`src/design/dbgms_pkg.sv`:
```
/*
 * Shared constants and types for the debug pin / mode select block.
 * Assumes a single 25 MHz clock and an active-high asynchronous reset.
 */
// Summary of operation
// RULE1 - pin is mode select during qualifying reset
// RULE2 - pin becomes debug line after any reset
// RULE3 - high pin at release gives normal mode
// RULE4 - low pin at release gives background mode
// RULE5 - each debug bit lasts 16 debug clocks
// RULE6 - bit timing scales with debug clock
// RULE7 - line is open drain with speedup pulses
// RULE8 - mode latched once at qualifying reset release
package dbgms_pkg;

	// ----------------------------------------
	// timing
	// ----------------------------------------
	localparam int unsigned BIT_CYCLES   = 16;
	localparam int unsigned SAMPLE_CYCLE = 10;
	localparam int unsigned SPEEDUP_CYC  = 1;
	localparam int unsigned ONE_LOW_CYC  = 4;
	localparam logic [3:0]  ONE_LOW      = 4'(ONE_LOW_CYC);
	localparam logic [3:0]  BIT_LAST     = 4'(BIT_CYCLES - 1);
	localparam logic [3:0]  SAMPLE_AT    = 4'(SAMPLE_CYCLE);
	localparam logic [3:0]  SPEEDUP_END  = 4'(SPEEDUP_CYC);

	// ----------------------------------------
	// reset values
	// ----------------------------------------
	localparam logic        MODE_RST     = 1'b0;
	localparam logic [2:0]  SYNC_RST     = 3'h7;

	// ----------------------------------------
	// types
	// ----------------------------------------
	typedef enum logic [1:0] {
		DBGMS_IDLE = 2'b00,
		DBGMS_LOW  = 2'b01,
		DBGMS_HIGH = 2'b10
	} dbgms_state_t;

	typedef struct packed {
		logic in;
		logic out;
		logic oe;
	} dbgms_pin_t;

endpackage : dbgms_pkg

```
`src/design/dbgms_top.sv`:
```
/*
 * Debug pin logic: mode select while a qualifying reset is in progress,
 * then a serial debug line with bit-level timing.
 * Assumes the debug clock enable comes from logic on clk; the pin is
 * resolved as open drain with pullup outside this module.
 */
`timescale 1ns/10ps
`default_nettype none
module dbgms_top
	import dbgms_pkg::*;
(
	input  wire logic clk,
	input  wire logic rst,
	input  wire logic qual_reset,
	input  wire logic debug_clk_en,
	input  wire logic pin_in,
	output var  logic pin_out,
	output var  logic pin_oe,
	input  wire logic tx_start,
	input  wire logic tx_bit,
	output var  logic bg_mode,
	output var  logic link_active,
	output var  logic rx_valid,
	output var  logic rx_bit,
	output var  logic busy
);

	// ----------------------------------------
	// pin synchroniser
	// ----------------------------------------
	logic [2:0] sync_r;
	always_ff @(posedge clk or posedge rst)
		if (rst)
			sync_r <= SYNC_RST;
		else
			sync_r <= {sync_r[1:0], pin_in};

	// change counts only when stages two and three agree
	logic pin_s_r;
	wire  agree = (sync_r[1] == sync_r[2]);
	always_ff @(posedge clk or posedge rst)
		if (rst)
			pin_s_r <= 1'b1;
		else if (agree)
			pin_s_r <= sync_r[2];

	// ----------------------------------------
	// mode latch
	// ----------------------------------------
	logic qual_d_r;
	wire  qual_fall = qual_d_r & ~qual_reset;
	always_ff @(posedge clk or posedge rst)
		if (rst)
			qual_d_r <= 1'b0;
		else
			qual_d_r <= qual_reset;

	// apart from rst, which loads MODE_RST, only the qualifying reset release (qual_fall) changes the mode
	always_ff @(posedge clk or posedge rst)
		if (rst)
			bg_mode <= MODE_RST;
		else if (qual_fall)
			bg_mode <= ~pin_s_r; // RULE3 RULE4 RULE8

	// ----------------------------------------
	// bit engine
	// ----------------------------------------
	dbgms_state_t state_r, state_nxt;
	logic [3:0]   cnt_r;
	logic         bit_r;
	wire          link_ok  = ~qual_reset; // RULE1 RULE2
	wire          tick     = debug_clk_en; // RULE6
	wire          cnt_last = (cnt_r == BIT_LAST);
	wire          sample   = tick & (cnt_r == SAMPLE_AT) & (state_r == DBGMS_LOW);

	always_comb
	begin
		state_nxt = state_r;
		case (state_r)
			DBGMS_IDLE: if (link_ok & tx_start) state_nxt = DBGMS_LOW;
			DBGMS_LOW:  if (tick & cnt_last) state_nxt = DBGMS_HIGH;
			DBGMS_HIGH: if (tick & (cnt_r == SPEEDUP_END)) state_nxt = DBGMS_IDLE;
			default:    state_nxt = DBGMS_IDLE;
		endcase
		if (!link_ok)
			state_nxt = DBGMS_IDLE;
	end

	always_ff @(posedge clk or posedge rst)
		if (rst)
		begin
			state_r <= DBGMS_IDLE;
			cnt_r   <= 4'h0;
			bit_r   <= 1'b0;
		end
		else
		begin
			state_r <= state_nxt;
			if (state_r != state_nxt)
				cnt_r <= 4'h0;
			else if (tick)
				cnt_r <= cnt_r + 4'h1; // RULE5
			if (state_r == DBGMS_IDLE && state_nxt == DBGMS_LOW)
				bit_r <= tx_bit;
		end

	// low for 4 ticks on a one, whole bit on a zero; brief drive high after a one only
	wire drv_low  = (state_r == DBGMS_LOW) & (~bit_r | (cnt_r < ONE_LOW));
	wire drv_high = (state_r == DBGMS_HIGH) & bit_r;

	always_ff @(posedge clk or posedge rst)
		if (rst)
		begin
			pin_out     <= 1'b1;
			pin_oe      <= 1'b0;
			rx_valid    <= 1'b0;
			rx_bit      <= 1'b0;
			busy        <= 1'b0;
			link_active <= 1'b0;
		end
		else
		begin
			pin_oe      <= drv_low | drv_high; // RULE7
			pin_out     <= drv_high; // RULE7
			rx_valid    <= sample;
			if (sample)
				rx_bit <= pin_s_r;
			busy        <= (state_nxt != DBGMS_IDLE);
			link_active <= link_ok;
		end

	// ----------------------------------------
	// checks
	// ----------------------------------------
	chk_no_drive_reset: assert property (@(posedge clk) disable iff (rst) // RULE1
		qual_reset |=> ##1 !pin_oe)
		else $error("pin driven during qualifying reset");

	chk_mode_latch: assert property (@(posedge clk) disable iff (rst) // RULE8
		qual_fall |=> bg_mode == $past(~pin_s_r))
		else $error("mode not latched at reset release");

	chk_mode_hold: assert property (@(posedge clk) disable iff (rst) // RULE8
		!qual_fall |=> $stable(bg_mode))
		else $error("mode changed without reset release");

	chk_low_pin_bg: assert property (@(posedge clk) disable iff (rst) // RULE4
		(qual_fall && !pin_s_r) |=> bg_mode)
		else $error("low pin did not give background mode");

	chk_link_after: assert property (@(posedge clk) disable iff (rst) // RULE2
		$fell(qual_reset) |=> link_active)
		else $error("link not active after reset");

	chk_bit_len: assert property (@(posedge clk) disable iff (rst) // RULE5
		(state_r == DBGMS_LOW && tick && cnt_last && link_ok) |=> state_r == DBGMS_HIGH)
		else $error("bit length wrong");

	chk_no_tick: assert property (@(posedge clk) disable iff (rst) // RULE6
		(state_r == DBGMS_LOW && !tick && link_ok) |=> $stable(cnt_r))
		else $error("bit timer ran without debug clock");

	chk_high_brief: assert property (@(posedge clk) disable iff (rst) // RULE7
		(pin_oe && pin_out) |-> $past(state_r == DBGMS_HIGH))
		else $error("high drive outside speedup");

	// ----------------------------------------
	// checks: slot engine and pin drive
	// ----------------------------------------
	// a slot cut by a qualifying reset must not leave the pin held low
	chk_abort_idle: assert property (@(posedge clk) disable iff (rst) // RULE1
		!link_ok |=> state_r == DBGMS_IDLE)
		else $error("slot not aborted by qualifying reset");

	chk_link_low: assert property (@(posedge clk) disable iff (rst) // RULE1
		qual_reset |=> !link_active)
		else $error("link active during qualifying reset");

	chk_busy_take: assert property (@(posedge clk) disable iff (rst) // RULE2
		(state_r == DBGMS_IDLE && link_ok && tx_start) |=> busy)
		else $error("request not taken");

	chk_busy_drop: assert property (@(posedge clk) disable iff (rst) // RULE5
		(state_r == DBGMS_HIGH && state_nxt == DBGMS_IDLE) |=> !busy)
		else $error("busy held after slot end");

	chk_tick_step: assert property (@(posedge clk) disable iff (rst) // RULE5
		(state_r == DBGMS_LOW && tick && !cnt_last && link_ok) |=> cnt_r == $past(cnt_r) + 4'h1)
		else $error("bit timer did not step on tick");

	chk_rx_once: assert property (@(posedge clk) disable iff (rst) // RULE5
		rx_valid |=> !rx_valid)
		else $error("sample pulse too long");

	chk_sample_take: assert property (@(posedge clk) disable iff (rst) // RULE5
		sample |=> rx_valid && rx_bit == $past(pin_s_r))
		else $error("mid-bit sample lost");

	chk_rx_hold: assert property (@(posedge clk) disable iff (rst) // RULE5
		!sample |=> $stable(rx_bit))
		else $error("sampled bit changed between samples");

	chk_zero_low: assert property (@(posedge clk) disable iff (rst) // RULE7
		(state_r == DBGMS_LOW && !bit_r) |=> pin_oe && !pin_out)
		else $error("zero bit not driven low");

	chk_one_release: assert property (@(posedge clk) disable iff (rst) // RULE7
		(state_r == DBGMS_LOW && bit_r && cnt_r >= ONE_LOW) |=> !pin_oe)
		else $error("one bit not released");

	chk_speedup_end: assert property (@(posedge clk) disable iff (rst) // RULE7
		(state_r == DBGMS_HIGH && tick && cnt_r == SPEEDUP_END) |=> state_r == DBGMS_IDLE)
		else $error("speedup pulse too long");

	chk_idle_release: assert property (@(posedge clk) disable iff (rst) // RULE7
		(state_r == DBGMS_IDLE) |=> !pin_oe)
		else $error("pin driven while idle");

endmodule : dbgms_top
`default_nettype wire

```
`config.mk`:
```
export PLATFORM = sky130hd
export DESIGN_NAME = dbgms_top
export DESIGN_NICKNAME = d
export VERILOG_FILES = /design/src/design/dbgms_pkg.sv /design/src/design/dbgms_top.sv
export SDC_FILE = /design/constraint.sdc
export NUM_CORES = 1
export LEC_CHECK = 0
export ABC_AREA = 1
export BUFFER_PORTS_ARGS = -buffer_cell sky130_fd_sc_hd__buf_2
export CAP_MARGIN = 0
export CORE_MARGIN = 3
export CORE_UTILIZATION = 56
export DETAILED_ROUTE_END_ITERATION = 10
export PLACE_DENSITY = 0.78
export SLEW_MARGIN = 5
export SYNTH_ARGS = -nofsm -noshare
export SYNTH_HDL_FRONTEND = slang
export SYNTH_SLANG_ARGS = --single-unit
```
`constraint.sdc`:
```
create_clock -name clk -period 1.9 [get_ports clk]
set_input_delay 0.095 -clock clk [delete_from_list [all_inputs] [get_ports clk]]
set_output_delay 0.095 -clock clk [all_outputs]
set_load 0.05 [all_outputs]
```
==> flow_metrics.env <==
export IMPL_pwr_share_clk=0.243
export IMPL_wl_met1_um=581
export IMPL_worst_path_most_repeated_cell="nand2_2"
export IMPL_grt_overflow_total=0
export IMPL_fillers=102
export IMPL_cts_htree_levels=1
export IMPL_wl_per_cell_um=10.8
export IMPL_cts_tree="done"
export IMPL_status="completed"
export IMPL_power_density_nw_per_um2=823
export IMPL_cts_inserted_buffers=3
export IMPL_yosysWarningCount=0
export IMPL_p_comb_frac=0.174
export IMPL_start_util=0.623
export IMPL_crit_type="reg2reg"
export IMPL_intPower_uw=569
export IMPL_seqPwrFrac=0.583
export IMPL_ir_drop_v=0.000544
export IMPL_swShare=0.296
export IMPL_final_nets=115
export IMPL_setup_tns_final_ns=0
export IMPL_final_hold_violation_count=0
export IMPL_wl_met3_um=56
export IMPL_cp_end_kind="flop"
export IMPL_ys_ff_latch=19
export IMPL_gp_congestion=0.821
export IMPL_cp_cell_sequence="ha_1 > nand2_1 > nor2_4 > nand2_2 > nand2_2 > nand2_2 > nand2_2 > nand3_2 > nor2_1"
export IMPL_drv_cap=0
export IMPL_grt_max_degree=20
export IMPL_p_leak_uw=0.000514
export IMPL_setup_viol=0
export IMPL_cp_slowest_cell="dfrtp_1"
export IMPL_post_cts_resized=0
export IMPL_fin_util=0.728
export IMPL_multi_input_comb_area_um2=294
export IMPL_num_vias=579
export IMPL_cp_top_family="simple AND/OR/NAND/NOR gates"
export IMPL_fin_skew_ns=0.00754
export IMPL_cts_root_buffer="clkbuf_4"
export IMPL_ff_latch_area_um2=482
export IMPL_detail_route_iter0_violations=3
export IMPL_syn_inst=84
export IMPL_min_period_over_period=0.719
export IMPL_drive_gt1_frac=0.327
export IMPL_worst_slew_pin_slew_ns=0.664
export IMPL_io_buffers=13
export IMPL_fp_dieH_um=44.8
export IMPL_first_global_vias=555
export IMPL_drc=0
export IMPL_path_max_fanout=5
export IMPL_viasPerCell=4.87
export IMPL_rsz0062_at_grt="false"
export IMPL_cp_required_ns=2.12
export IMPL_min_period_ns=1.37
export IMPL_area_delta_synth_final_pct=16.8
export IMPL_critPathBufInv=0
export IMPL_num_antenna_cells=0
export IMPL_io_pins=14
export IMPL_yosysSeqAreaShare=0.573
export IMPL_grtUsageTotal=0.149
export IMPL_grt_pass1_wl_um=2190
export IMPL_slew_headroom=0.557
export IMPL_dp_cells=112
export IMPL_wl_met2_um=636
export IMPL_hp_class="in2reg"
export IMPL_clock_sinks=19
export IMPL_stdcell_count=119
export IMPL_syn_area_um2=841
export IMPL_die_area_um2=2000
export IMPL_clk_pin_slew_ns=0.10
export IMPL_fmax_mhz=732
export IMPL_clockBufferDepth=2
export IMPL_max_stage_delay_ns=0.44
export IMPL_rows=13
export IMPL_arrival_ns=1.59
export IMPL_core_um2=1350
export IMPL_syn_mean_instance_area_um2=10.0
export IMPL_drt_total_wl_um=1290
export IMPL_dp_hpwl_um=1020
export IMPL_ant_nets=0
export IMPL_p_sw_uw=239
export IMPL_whs_ns=0.0505
export IMPL_synth_nets=94
export IMPL_yosys_cell_types_count=22
export IMPL_die_w_um=44.8
export IMPL_antenna_found_initial=0
export IMPL_topRoutingLayerUsed="met4"
export IMPL_clk_latency_ns=0.29
export IMPL_first_pass_iters=3
export IMPL_cp_start_kind="flop"
export IMPL_slew_violations=0
==> worst paths after layout <==
| path | from | end | slack [ns] | depth (start not counted) |
|---|---|---|---|---|
| worst max register to register | cnt_r[0]$_DFFE_PP0P_ | cnt_r[1]$_DFFE_PP0P_ | 0.53 | 9 |
| worst max-delay path | cnt_r[0]$_DFFE_PP0P_ | cnt_r[1]$_DFFE_PP0P_ | 0.53 | 9 |
| worst min-delay path | tx_bit | bit_r$_DFFE_PP0P_ | 0.05 | 3 |
| min in group asynchronous | rst | qual_d_r$_DFF_PP0_ | 0.44 | 3 |
| max in group asynchronous | rst | cnt_r[1]$_DFFE_PP0P_ | 1.04 | 3 |
| worst min register to register | sync_r[0]$_DFF_PP1_ | sync_r[1]$_DFF_PP1_ | 0.37 | 0 |
==> synth_stat cells <==
master	number	area, um^2
ha_1	3	37.5
o21ai_1	1	5.00
o31ai_1	2	15.0
nand4_1	3	18.8
maj3_1	1	10.0
xor2_1	2	17.5
nand3_1	2	10.0
inv_2	2	7.51
clkinv_4	1	8.76
a31oi_1	1	6.26
nor2_4	2	22.5
o21ai_0	2	10.0
nand2_2	5	31.3
nor2_2	1	6.26
dfrtp_1	14	350
a21oi_1	2	10.0
nor2_1	9	33.8
nand3_2	1	10.0
xnor2_1	1	8.76
inv_1	13	48.8
dfstp_2	5	131
nand2_1	11	41.3
==> per-stage QoR <==
step	setup slack [ns]	total power (uW)	cell area (um^2)
floorplan	0.669	577	841
global placement	0.601	611	925
detailed placement	0.541	618	925
CTS	0.515	817	982
global route	0.352	856	982
finish	0.534	809	982
==> per-layer routing <==
layer	vias to the layer above	track usage
met5	-	0
met4	0	0.0723
met3	2	0.0239
li1	298	-
met2	12	0.252
met1	267	0.185
==> worst register-to-register path, delay by kind of cell, from the launching register on <==
family                   cells  cell delay [ns]
adder cells (fa/ha/maj)      1             0.17
flip-flops                   1             0.44
AND/OR/NAND/NOR              8             0.68
==> power by group through the flow <==
stage	Combinational, uW	Clock (uW)	Sequential (uW)
2_1_floorplan	76.3	0	500
3_3_place_gp	135	0	477
3_5_place_dp	138	0	480
4_1_cts	143	202	472
5_1_grt	161	216	478
6_report	141	197	472
==> logic make-up (layout without fill, tap and decap cells) <==
family          count (synthesis)  in the layout  synth area share
fa+ha+maj                       4              4            0.0566
xor+xnor                        3              3            0.0313
buf+inv                        16             36            0.0774
simple gates                   34             34             0.207
compound gates                  8              8            0.0551
flops                          19             19             0.573
==> placed cells by master, fill, tap and decap left out, types with 2 or more instances in the layout <==
master         netlist  layout
dfrtp_1             14      14
inv_1               13      13
nor2_4               2       2
clkbuf_4             0       3
ha_1                 3       3
inv_2                2       2
nand3_1              2       2
nand4_1              3       3
dfstp_2              5       5
xor2_1               2       2
o21ai_0              2       2
buf_2                0      13
nand2_2              5       5
dlygate4sd3_1        0       3
a21oi_1              2       2
nand2_1             11      11
nor2_1               9       9
o31ai_1              2       2
==> cell type report <==
cell class,count,share of cell area
clock buffers,3,0.0229
clock inverters,1,0.00510
inverters,16,0.0662
multi-input cells,49,0.299
flip-flops and latches,19,0.490
well taps,15,0.0191
repair buffers,16,0.0968
==> registers in the layout, indices dropped and copies added, names as in the netlist <==
name / cells
cnt_r: 4
sync_r: 3
state_r: 2
bg_mode: 1
bit_r: 1
busy: 1
link_active: 1
pin_oe: 1
pin_out: 1
pin_s_r: 1
qual_d_r: 1
rx_bit: 1
rx_valid: 1
==> what timing repair did <==
action                    in CTS  in global routing
hold endpoints to repair      16                  0
hold buffers                   3                  0
buffers inserted               0                  0
(Power assumes the default switching activity.)
